===== src/hw/ead_pkg.sv =====
// Shared constants and carrier types for the external address attribute decoder.
// Assumes a 24-bit external address and data bus and a 32-bit Wishbone register port.
package ead_pkg;

	localparam int NUM_SEL = 4;
	localparam int ADDR_W  = 24;
	localparam int DATA_W  = 24;
	localparam int BYTE_W  = 8;
	localparam int WB_ADR_W = 5;

	// Attribute register field layout
	localparam int MATCH_VALUE_HI = 23;
	localparam int MATCH_VALUE_LO = 12;
	localparam int MATCH_BITS     = 12;
	localparam int COUNT_HI       = 11;
	localparam int COUNT_LO       = 8;
	localparam int PACK_BIT       = 7;
	localparam int Y_BIT          = 5;
	localparam int X_BIT          = 4;
	localparam int P_BIT          = 3;
	localparam int POL_BIT        = 2;
	localparam int TYPE_HI        = 1;
	localparam int TYPE_LO        = 0;

	localparam logic [DATA_W-1:0] CFG_RESET = 24'h000000;
	// Bit 6 is reserved: never stored, reads as zero
	localparam logic [DATA_W-1:0] CFG_WMASK = 24'hffffbf;
	localparam logic [3:0]        COUNT_ALL_SPACE = 4'h0;
	localparam logic [1:0]        MEM_SRAM = 2'h1;
	localparam logic [1:0]        MEM_DRAM = 2'h2;

	// Register word indices (byte address = index * 4)
	localparam logic [2:0] REG_CFG_LAST = 3'h3;
	localparam logic [2:0] REG_STATUS   = 3'h4;

	// Byte packing
	localparam logic [1:0] LAST_BEAT  = 2'h2;
	localparam logic [1:0] FIRST_BEAT = 2'h0;

	typedef enum logic [1:0] {
		SPACE_X,
		SPACE_Y,
		SPACE_P
	} ead_space_e;

	typedef enum logic {
		ST_IDLE,
		ST_ACCESS
	} ead_state_e;

	// Access request from the core or the DMA engine
	typedef struct packed {
		logic                valid;
		logic                write;
		logic                dma;
		ead_space_e          space;
		logic [ADDR_W-1:0]   addr;
		logic [DATA_W-1:0]   wdata;
	} ead_req_s;

	// External expansion bus drive
	typedef struct packed {
		logic                active;
		logic                write;
		logic                dram;
		logic [ADDR_W-1:0]   addr;
		logic [DATA_W-1:0]   dout;
		logic                doe;
	} ead_ext_s;

endpackage


===== src/hw/ead_top.sv =====
// External address attribute decoder: four attribute registers on Wishbone,
// per-register select/row-strobe pins and DMA byte packing on the expansion port.
// Assumes requests synchronous to clk and a fixed-length external access.
//
// The Wishbone slave port and the register addresses were chosen for this implementation.
`timescale 1ns/1ps
`default_nettype none

// Overview of operation
// - Each register drives own pin on match
// - Match value sits in bits 23..12
// - Compare uses address bits 23..12
// - Bits 11..8 count compared bits, top down
// - Count zero: whole enabled external space
// - Packing: three accesses at addr, +1, +2
// - Bytes ordered little-endian, low first
// - Packed bytes use data lines 7..0
// - No packing: one 24-bit access
// - Packing only for DMA accesses
// - Packed triple keeps bus, no arbitration
// - Bit 5 enables Y space compare
// - Full address driven, never multiplexed
// - Registers read/write, reset to zero
// - Bit 4 X, bit 3 program enable
// - Bit 2 clear: pin active low
// - Bits 1..0 select SRAM or DRAM
// - Unmatched accesses run as SRAM
module ead_top #(
	parameter int          ACC_CYCLES  = 2,
	parameter logic [23:0] INT_MAP_TOP = 24'h000800
) (
	input  wire logic                          clk,
	input  wire logic                          rstn,
	input  wire logic                          wb_cyc_i,
	input  wire logic                          wb_stb_i,
	input  wire logic                          wb_we_i,
	input  wire logic [ead_pkg::WB_ADR_W-1:0]  wb_adr_i,
	input  wire logic [3:0]                    wb_sel_i,
	input  wire logic [31:0]                   wb_dat_i,
	output logic [31:0]                        wb_dat_o,
	output logic                               wb_ack_o,
	input  wire ead_pkg::ead_req_s             req,
	output logic                               req_ack,
	output logic [ead_pkg::DATA_W-1:0]         req_rdata,
	input  wire logic [ead_pkg::DATA_W-1:0]    ext_din,
	output ead_pkg::ead_ext_s                  ext,
	output logic [ead_pkg::NUM_SEL-1:0]        select_or_row_strobe_pin,
	output logic                               bus_hold
);

	localparam logic [3:0] WAIT_LOAD = 4'(ACC_CYCLES - 1);

	typedef struct packed {
		logic [ead_pkg::NUM_SEL-1:0][ead_pkg::DATA_W-1:0] cfg;
		logic                                             wb_ack;
		logic [31:0]                                      wb_dat;
		ead_pkg::ead_state_e                              st;
		logic [1:0]                                       beat;
		logic [3:0]                                       wait_cnt;
		logic                                             pack;
		logic                                             dma;
		ead_pkg::ead_space_e                              space;
		logic [ead_pkg::DATA_W-1:0]                       wdata;
		ead_pkg::ead_ext_s                                ext;
		logic [ead_pkg::NUM_SEL-1:0]                      pins;
		logic                                             hold;
		logic                                             req_ack;
		logic [ead_pkg::DATA_W-1:0]                       rdata;
	} ead_top_s;

	ead_top_s s;
	ead_top_s next_s;

	logic [ead_pkg::ADDR_W-1:0]   m_addr;
	ead_pkg::ead_space_e          m_space;
	logic [ead_pkg::NUM_SEL-1:0]  hit;
	logic [ead_pkg::NUM_SEL-1:0]  pol;
	logic [ead_pkg::NUM_SEL-1:0]  pack_en;
	logic [ead_pkg::NUM_SEL-1:0]  dram_en;
	logic [ead_pkg::NUM_SEL-1:0]  pins_on;
	logic [2:0]                   reg_idx;
	logic                         wb_req;
	logic [31:0]                  rd_mux;
	logic [1:0]                   nbeat;
	logic [ead_pkg::DATA_W-1:0]   pk_word;
	logic                         pk_capture;

	// Match the request address while idle, the next byte address while packing
	assign m_addr  = (s.st == ead_pkg::ST_IDLE) ? req.addr : s.ext.addr + 24'h1;
	assign m_space = (s.st == ead_pkg::ST_IDLE) ? req.space : s.space;
	assign nbeat   = s.beat + 2'h1;

	genvar g;
	generate
		for (g = 0; g < ead_pkg::NUM_SEL; g++) begin : g_sel
			ead_match #(
				.INT_MAP_TOP (INT_MAP_TOP)
			) u_match (
				.cfg   (s.cfg[g]),
				.addr  (m_addr),
				.space (m_space),
				.hit   (hit[g])
			);
			assign pol[g]     = s.cfg[g][ead_pkg::POL_BIT];
			assign pack_en[g] = s.cfg[g][ead_pkg::PACK_BIT];
			assign dram_en[g] = s.cfg[g][ead_pkg::TYPE_HI:ead_pkg::TYPE_LO]
				== ead_pkg::MEM_DRAM;
		end
	endgenerate

	// Polarity bit set: active high; clear: active low
	assign pins_on = ~(hit ^ pol);

	assign pk_capture = (s.st == ead_pkg::ST_ACCESS) && s.pack && !s.ext.write
		&& (s.wait_cnt == '0);

	ead_packer u_packer (
		.clk     (clk),
		.rstn    (rstn),
		.capture (pk_capture),
		.beat    (s.beat),
		.din     (ext_din[ead_pkg::BYTE_W-1:0]),
		.word    (pk_word)
	);

	// Register port
	assign reg_idx = wb_adr_i[4:2];
	assign wb_req  = wb_cyc_i && wb_stb_i;

	always_comb begin
		rd_mux = '0;
		if (reg_idx <= ead_pkg::REG_CFG_LAST) begin
			rd_mux = {8'h00, s.cfg[reg_idx[1:0]]};
		end else if (reg_idx == ead_pkg::REG_STATUS) begin
			rd_mux = {23'h000000, s.pack, s.pins, s.beat, s.hold, s.ext.active};
		end
	end

	always_comb begin
		next_s = s;
		next_s.req_ack = 1'b0;

		// Ack one cycle after the strobe, drop it the cycle after
		next_s.wb_ack = wb_req && !s.wb_ack;
		next_s.wb_dat = (wb_req && !s.wb_ack) ? rd_mux : 32'h00000000;
		if (wb_req && wb_we_i && s.wb_ack && (reg_idx <= ead_pkg::REG_CFG_LAST)) begin
			for (int b = 0; b < 3; b++) begin
				if (wb_sel_i[b]) begin
					next_s.cfg[reg_idx[1:0]][b*ead_pkg::BYTE_W +: ead_pkg::BYTE_W] =
						wb_dat_i[b*ead_pkg::BYTE_W +: ead_pkg::BYTE_W]
						& ead_pkg::CFG_WMASK[b*ead_pkg::BYTE_W +: ead_pkg::BYTE_W];
				end
			end
		end

		case (s.st)
			ead_pkg::ST_IDLE: begin
				if (req.valid && !s.req_ack) begin
					next_s.st       = ead_pkg::ST_ACCESS;
					next_s.pack     = req.dma && ((hit & pack_en) != '0);
					next_s.dma      = req.dma;
					next_s.space    = req.space;
					next_s.wdata    = req.wdata;
					next_s.beat     = ead_pkg::FIRST_BEAT;
					next_s.wait_cnt = WAIT_LOAD;
					next_s.hold     = 1'b1;
					next_s.ext.active = 1'b1;
					next_s.ext.write  = req.write;
					next_s.ext.doe    = req.write;
					next_s.ext.addr   = req.addr;
					next_s.ext.dram   = (hit & dram_en) != '0;
					next_s.pins       = pins_on;
					if (next_s.pack) begin
						next_s.ext.dout = {16'h0000, req.wdata[ead_pkg::BYTE_W-1:0]};
					end else begin
						next_s.ext.dout = req.wdata;
					end
				end
			end
			ead_pkg::ST_ACCESS: begin
				if (s.wait_cnt != '0) begin
					next_s.wait_cnt = s.wait_cnt - 4'h1;
				end else if (s.pack && (s.beat != ead_pkg::LAST_BEAT)) begin
					// Next byte at the following address, match taken afresh
					next_s.beat     = nbeat;
					next_s.wait_cnt = WAIT_LOAD;
					next_s.ext.addr = m_addr;
					next_s.ext.dram = (hit & dram_en) != '0;
					next_s.pins     = pins_on;
					next_s.ext.dout = {16'h0000,
						s.wdata[nbeat*ead_pkg::BYTE_W +: ead_pkg::BYTE_W]};
				end else begin
					next_s.st         = ead_pkg::ST_IDLE;
					next_s.hold       = 1'b0;
					next_s.req_ack    = 1'b1;
					next_s.ext.active = 1'b0;
					next_s.ext.doe    = 1'b0;
					next_s.ext.write  = 1'b0;
					next_s.ext.dram   = 1'b0;
					next_s.pins       = ~pol;
					next_s.pack       = 1'b0;
					if (s.pack) begin
						next_s.rdata = {ext_din[ead_pkg::BYTE_W-1:0],
							pk_word[2*ead_pkg::BYTE_W-1:0]};
					end else begin
						next_s.rdata = ext_din;
					end
				end
			end
			default: begin
				next_s.st = ead_pkg::ST_IDLE;
			end
		endcase

		// Idle pins take the polarity being written, so a polarity write never
		// shows one cycle of an active pin while no access is running
		if (!next_s.ext.active) begin
			for (int p = 0; p < ead_pkg::NUM_SEL; p++) begin
				next_s.pins[p] = ~next_s.cfg[p][ead_pkg::POL_BIT];
			end
		end
	end

	always_ff @(posedge clk or negedge rstn) begin
		if (!rstn) begin
			s      <= '0;
			s.cfg  <= {ead_pkg::NUM_SEL{ead_pkg::CFG_RESET}};
			s.st   <= ead_pkg::ST_IDLE;
			s.pins <= '1;
		end else begin
			s <= next_s;
		end
	end

	assign wb_ack_o                 = s.wb_ack;
	assign wb_dat_o                 = s.wb_dat;
	assign req_ack                  = s.req_ack;
	assign req_rdata                = s.rdata;
	assign ext                      = s.ext;
	assign select_or_row_strobe_pin = s.pins;
	assign bus_hold                 = s.hold;
endmodule

`default_nettype wire


===== src/hw/ead_match.sv =====
// Address match for one attribute register.
// Purely combinational; the caller registers the resulting pin level.
`timescale 1ns/1ps
`default_nettype none

module ead_match #(
	parameter logic [23:0] INT_MAP_TOP = 24'h000800
) (
	input  wire logic [ead_pkg::DATA_W-1:0] cfg,
	input  wire logic [ead_pkg::ADDR_W-1:0] addr,
	input  wire ead_pkg::ead_space_e        space,
	output logic                            hit
);

	logic [ead_pkg::MATCH_BITS-1:0] mask;
	logic [ead_pkg::MATCH_BITS-1:0] value;
	logic [3:0]                     count;
	logic                           space_ok;

	assign value = cfg[ead_pkg::MATCH_VALUE_HI:ead_pkg::MATCH_VALUE_LO];
	assign count = cfg[ead_pkg::COUNT_HI:ead_pkg::COUNT_LO];

	// Compare bits are taken from the top down
	genvar g;
	generate
		for (g = 0; g < ead_pkg::MATCH_BITS; g++) begin : g_mask
			assign mask[g] = ({1'b0, count} + 5'(g)) >= 5'(ead_pkg::MATCH_BITS);
		end
	endgenerate

	always_comb begin
		case (space)
			ead_pkg::SPACE_Y: space_ok = cfg[ead_pkg::Y_BIT];
			ead_pkg::SPACE_X: space_ok = cfg[ead_pkg::X_BIT];
			ead_pkg::SPACE_P: space_ok = cfg[ead_pkg::P_BIT];
			default:          space_ok = 1'b0;
		endcase
		// Count zero takes all space from INT_MAP_TOP up; else top-bit compare
		if (count == ead_pkg::COUNT_ALL_SPACE) begin
			hit = space_ok && (addr >= INT_MAP_TOP);
		end else begin
			hit = space_ok && (((addr[ead_pkg::ADDR_W-1 -: ead_pkg::MATCH_BITS] ^ value)
				& mask) == '0);
		end
	end

endmodule

`default_nettype wire


===== src/hw/ead_packer.sv =====
// Little-endian assembly of three external bytes into one 24-bit word.
// Expects capture only while a packed read beat ends.
`timescale 1ns/1ps
`default_nettype none

module ead_packer (
	input  wire logic                          clk,
	input  wire logic                          rstn,
	input  wire logic                          capture,
	input  wire logic [1:0]                    beat,
	input  wire logic [ead_pkg::BYTE_W-1:0]    din,
	output logic [ead_pkg::DATA_W-1:0]         word
);

	typedef struct packed {
		logic [ead_pkg::DATA_W-1:0] word;
	} ead_pk_s;

	ead_pk_s s;
	ead_pk_s next_s;

	always_comb begin
		next_s = s;
		if (capture) begin
			next_s.word[beat*ead_pkg::BYTE_W +: ead_pkg::BYTE_W] = din;
		end
	end

	always_ff @(posedge clk or negedge rstn) begin
		if (!rstn) begin
			s <= '0;
		end else begin
			s <= next_s;
		end
	end

	assign word = s.word;

endmodule

`default_nettype wire


===== config.mk =====
export PLATFORM = sky130hd
export DESIGN_NAME = ead_top
export DESIGN_NICKNAME = d
export VERILOG_FILES = /design/src/hw/ead_pkg.sv /design/src/hw/ead_top.sv /design/src/hw/ead_match.sv /design/src/hw/ead_packer.sv
export SDC_FILE = /design/constraint.sdc
export NUM_CORES = 1
export LEC_CHECK = 0
export BUFFER_PORTS_ARGS = -buffer_cell sky130_fd_sc_hd__buf_2
export CAP_MARGIN = 25
export CORE_ASPECT_RATIO = 1.5
export CORE_MARGIN = 1.5
export CORE_UTILIZATION = 53
export DETAILED_ROUTE_END_ITERATION = 8
export GPL_TIMING_DRIVEN = 0
export PLACE_DENSITY_LB_ADDON = 0.1
export SETUP_SLACK_MARGIN = 0.4
export SYNTH_ARGS = -nofsm -noshare
export SYNTH_HDL_FRONTEND = slang
export SYNTH_SLANG_ARGS = --single-unit

===== constraint.sdc =====
create_clock -name clk -period 3.6 [get_ports clk]
set_clock_uncertainty 0.15 [all_clocks]
set_input_delay 0.72 -clock clk [delete_from_list [all_inputs] [get_ports clk]]
set_output_delay 0.72 -clock clk [all_outputs]
set_load 0.02 [all_outputs]

==> impl_metrics.yaml, run 1 <==
grt:
  grt_pass1_vias: 13400
  grt_max_degree: 122
  grt_pass1_wl_mm: 76.1
  gr-total-overflow: 0
  antenna_found_initial: 3
  grt_util_all_layers: 0.329
clock_network:
  cts_buffers: 25
  clk_path_buf_depth: 3
  ctsHtreeMaxLevel: 1
  cts.sinks: 248
  root_buffer: "clkbuf_16"
  path_clk_slew_ps: 70
  insertion_delay_ps: 560
  cts_tree: "done"
worst_setup_path:
  slowest_stage: "or4_4"
  crit_arrival_ps: 4210
  path_cells: "buf_6, nand4_1, or4_4, a31oi_4, buf_6, mux2i_4, a211oi_2, o2111ai_2, a2111oi_4, a22oi_2, a41o_4, buf_8, buf_12, a32o_2"
  worstPathRequired_ps: 3890
  path_depth: 14
  reg2reg_depth: 14
  r2r_start: "ext[33]"
  cpLargestDelayFamily: "compound AO/OA/AOI/OAI gates"
  startpoint_type: "register"
  cpMostUsedCell: "buf_6"
  worstPathBufferInverterCount: 4
  endpoint_kind: "register"
  crit_fanout: 5
  startpoint: "ext[33]"
  max_stage_delay_ps: 560
  r2r-end: "ext[22]"
  rrSetupSlack_ps: -330
  crit_type: "register to register"
routing:
  drtIter0Drc: 1122
  via_per_inst: 5.92
  postRouteAntennaNets: 0
  totalWireLength_mm: 50.2
  wl_per_cell_um: 21.4
  drt_pass1_iterations: 5
  num_vias: 13900
  drc: 0
timing:
  fin_tns_setup_ps: -5320
  maxSlewViolCount: 0
  finalHoldViolCount: 0
  slew_headroom: 0.418
  setup_viol: 18
  setup_slack_ps: -325
  timing.hold.ws_ps: 221
  tightest_slew_ps: 873
  rsz0062_at_grt: "yes"
  period_share: 1.09
  clock.fmax_mhz: 255
  period_needed_ps: 3930
job:
  maxCapViolCount: 0
pwr:
  power_mw: 13.0
  power.switching_mw: 5.14
  intPower_mw: 7.86
  p_sw_frac: 0.395
  clkPwrFrac: 0.225
  p_comb_frac: 0.467
  p_leak_nw: 8.93
  ir_drop_mv: 0.506
  powerDensity_mw_per_mm2: 670
  seqPwrFrac: 0.309
yosys:
  ys_ff_latch: 248
  syn_area_mm2: 0.0155
  synthTopCellsByArea: "dfrtp_1, mux2_2, buf_4"
  async_flop_share: 1.00
  synth_most_common_cell: "dfrtp_1"
  ys_warn_count: 0
  synth_seq_area_share: 0.401
  ys_types: 93
  synth_top_area_share: 0.394
  synthTopCellsByCount: "dfrtp_1, nand2_1, buf_4"
  syn_inst: 1636
  synth_ff_type: "dfrtp_1"
  avgSynthCellArea_um2: 9.47
  yosysTopAreaCell: "dfrtp_1"
  synth_edf_count: 0
run_status:
  status: "complete, but fails checks"
  violations: "setup timing"
floorplanning:
  core_mm2: 0.0287
  dieHeight_um: 212
  io_pins: 238
  dieArea_mm2: 0.0303
  rows: 76
  die_w_um: 143
  start_util: 0.540
min_path:
  min_to: "s[95]"
  worstHoldStart: "req[13]"
  hold_class: "input port to register"
  hold_depth: 3
finish:
  layout.nets: 2087
  drive_gt1_frac: 0.363
  stdcell_count: 2345
  area_delta_synth_final_pct: 25.2
placement:
  placed_cells: 2248
  port_buffers: 213
  place_hpwl_mm: 37.2
  routabilityCongestion: 0.946
==> worst max-delay path by stage <==
stage / slack, ps / to
after floorplan: 390 / ext[15]
after global placement: -3240 / ext[30]
after detailed placement: -1110 / ext[22]
after CTS: -250 / ext[22]
after global routing: -330 / ext[20]
final: -330 / ext[22]
==> cells by family after synthesis <==
group                      share of synthesized area
adders and majority gates                     0.0234
AOI/OAI and AO/OA                              0.163
and+or+nand+nor                                0.156
buffers and inverters                         0.0929
other                                       0.000242
muxes                                          0.129
xor gates and xnor gates                      0.0345
DFF                                            0.401
==> state kept, by name (all words and copies together), names as in the netlist <==
signal and flops:
bus_hold 1, ext 51, pack_en 4, pol 4, req_ack 1, req_rdata 24, s 118, select_or_row_strobe_pin 4
u_packer.word 16, wb_ack_o 1, wb_dat_o 24
==> worst reg2reg max path: cells and delay by family (launching register included) <==
kind | cells | cell delay [ps]
buf+inv | 4 | 600
compound gates | 7 | 1900
flops | 1 | 390
simple gates | 2 | 700
mux | 1 | 70
==> cells in the final DEF (no fill, tap or decap), drive strengths merged, types with 42 or more instances in the layout <==
master,netlist,layout
buf,134,400
nand2,209,209
inv,41,42
mux2i,43,43
a21oi,95,95
mux2,101,101
dfrtp,244,244
clkbuf,82,112
o21ai,82,82
nor2,105,105
==> timing repair <==
action	CTS	global route
setup buffers	18	27
pin swaps	41	40
gates cloned	1	2
resized for setup	72	113
setup endpoints to repair	118	52
hold buffers	1	0
hold endpoints to repair	10	0
==> layer usage <==
metal | vias to the layer above | GRT usage | part of all wire
met5 | - | 0 | 0.00062
met4 | 4 | 0.135 | 0.046
met3 | 142 | 0.0441 | 0.064
met2 | 569 | 0.584 | 0.50
met1 | 6810 | 0.401 | 0.39
li1 | 6349 | - | -
==> area by class of cell <==
cell class	count	area [um2]
diodes	1	2.50
plain buffers	216	1450
clock buffers	32	672
clock inverters	14	231
fillers	2413	9310
inverters	45	181
multi-input cells	1134	8540
flip-flops and latches	248	6220
well taps	390	488
repair buffers	265	1620
==> metrics by stage <==
stage	setup WS, ps	cell area, um2	util
after detailed placement	-1110	17300	0.603
after floorplan	391	15700	-
after global placement	-3240	17300	0.601
final	-325	19400	0.676
after CTS	-251	18700	0.652
after global routing	-335	19400	0.676
==> power groups by stage <==
stage                     logic [mW]  clock network [mW]  registers [mW]
after CTS                       5.60                2.95            3.98
after global placement          5.14                   0            4.02
after floorplan                 3.73                   0            3.87
after global routing            6.48                3.06            4.09
final                           6.07                2.92            4.01
after detailed placement        5.22                   0            4.04
Power figures use the tool's default switching activity.
==> run 2, diff against run 1 <==
--- a/config.mk
+++ b/config.mk
@@ -9,7 +9,7 @@
 export CAP_MARGIN = 25
 export CORE_ASPECT_RATIO = 1.5
 export CORE_MARGIN = 1.5
-export CORE_UTILIZATION = 53
+export CORE_UTILIZATION = 58
 export DETAILED_ROUTE_END_ITERATION = 8
 export GPL_TIMING_DRIVEN = 0
 export PLACE_DENSITY_LB_ADDON = 0.1
==> constraint.sdc (replaced) <==
create_clock -name clk -period 4.4 [get_ports clk]
set_clock_uncertainty 0.15 [all_clocks]
set_input_delay 0.88 -clock clk [delete_from_list [all_inputs] [get_ports clk]]
set_output_delay 0.88 -clock clk [all_outputs]
set_load 0.02 [all_outputs]
==> impl_metrics.yaml, run 2 (synthesis results as in run 1) <==
run_status:
  status: "finished clean"
pwr:
  ir_drop_mv: 0.477
  powerDensity_mw_per_mm2: 541
  p_leak_nw: 8.54
placement:
  place_hpwl_mm: 36.6
  place_area_mm2: 0.0171
  port_buffers: 213
  place_ws_ps: -313
  routabilityCongestion: 0.952
worst_setup_path:
  crit_fanout: 10
  crit_type: "register to register"
  startpoint: "ext[25]"
  cpLargestDelayFamily: "compound AO/OA/AOI/OAI gates"
  r2r_start: "ext[25]"
  path_depth: 13
  worstPathRequired_ps: 4700
  startpoint_type: "register"
  r2r-end: "ext[22]"
  reg2reg_depth: 13
  worstPathBufferInverterCount: 2
  path_cells: "ha_4, nand3_4, or4_4, a31oi_4, xnor2_1, o22ai_1, a2111oi_2, and3_4, a22oi_1, a41o_1, buf_6, buf_8, a32o_2"
  endpoint_kind: "register"
  crit_arrival_ps: 4220
  slowest_stage: "or4_4"
  rrSetupSlack_ps: 480
  max_stage_delay_ps: 510
floorplanning:
  io_pins: 238
  dieArea_mm2: 0.0277
  rows: 73
  die_w_um: 136
  start_util: 0.587
  core_mm2: 0.0264
  dieHeight_um: 203
routing:
  via_per_inst: 6.10
  drc: 0
  drtIter0Drc: 912
  num_vias: 13800
  totalWireLength_mm: 48.8
  postRouteAntennaNets: 0
  drt_pass1_iterations: 5
  wl_per_cell_um: 21.6
finish:
  drive_gt1_frac: 0.323
  design_area_mm2: 0.0185
  most-common-layout-cells: "dfrtp_1, buf_2, nand2_1"
  largest_reg_flops: 118
  final_common_cell: "dfrtp_1"
  layout.nets: 2057
  regMostFlops: "s"
  area_delta_synth_final_pct: 19.2
grt:
  grt_pass1_wl_mm: 74.7
  antenna_found_initial: 3
  grt_pass1_vias: 13700
  gr-total-overflow: 0
  grt_util_all_layers: 0.351
  grt_max_degree: 120
clock_network:
  path_clk_slew_ps: 60
  ctsHtreeMaxLevel: 1
  clk_path_buf_depth: 3
  root_buffer: "clkbuf_16"
  postCtsHoldBufs: 0
  cts_buffers: 26
  cts_tree: "done"
  insertion_delay_ps: 570
  cts.sinks: 248
timing:
  period_share: 0.891
  maxSlewViolCount: 0
  fin_tns_setup_ps: 0
  timing.hold.ws_ps: 35.6
  rsz0062_at_grt: "no"
  setup_viol: 0
  setup_slack_ps: 481
  period_needed_ps: 3920
  slew_headroom: 0.411
  tightest_slew_ps: 883
  clock.fmax_mhz: 255
  finalHoldViolCount: 0
job:
  maxCapViolCount: 0
min_path:
  hold_class: "input port to asynchronous set/reset pin"
run 2: layer usage:
metal,global-route usage,part of all wire,vias up
li1,-,-,6277
met2,0.590,0.49,618
met1,0.415,0.38,6744
met4,0.226,0.070,0
met5,0.00370,0,-
met3,0.0502,0.063,164
run 2: how the worst max path moves through the flow:
stage / end / slack, ps
2_1_floorplan: ext[15] / 800
3_3_place_gp: s[95] / -2180
3_5_place_dp: ext[22] / -310
4_1_cts: ext[22] / 410
5_1_grt: ext[15] / 380
6_report: ext[22] / 480
run 2: repair_timing:
| action | in CTS | in global routing |
|---|---|---|
| gates resized for setup | 43 | 69 |
| setup buffers | 6 | 12 |
| setup endpoints to repair | 95 | 48 |
| pin swaps | 6 | 21 |
| gates cloned | 0 | 0 |
run 2: worst reg2reg max path, cell delays in order, from the launching register on:
cell	delay, ps
dfrtp_2	420
ha_4	180
nand3_4	110
or4_4	510
a31oi_4	420
xnor2_1	190
o22ai_1	130
a2111oi_2	450
and3_4	310
a22oi_1	80
a41o_1	310
buf_6	170
buf_8	140
a32o_2	260
run 2: cell type report:
| cell class | instances | area (um2) |
|---|---|---|
| Clock inverter | 11 | 125 |
| Tap cell | 337 | 422 |
| Antenna cell | 3 | 7.51 |
| Sequential cell | 248 | 6220 |
| Multi-Input combinational cell | 1134 | 8210 |
| Inverter | 45 | 170 |
| Fill cell | 2149 | 7920 |
| Buffer | 216 | 1330 |
| Timing Repair Buffer | 234 | 1280 |
| Clock buffer | 34 | 711 |
run 2: report_power, final:
part	switching [mW]	internal, mW
clock network	0.976	1.26
logic	2.62	1.86
registers	0.431	2.84
total	4.03	5.96
run 2: stage by stage:
step	utilization	power [mW]	cells
global placement	0.644	7.32	2193
detailed placement	0.647	7.41	2195
floorplan	-	6.12	1643
global route	0.700	10.5	2259
finish	0.700	9.99	2262
CTS	0.687	9.76	2246
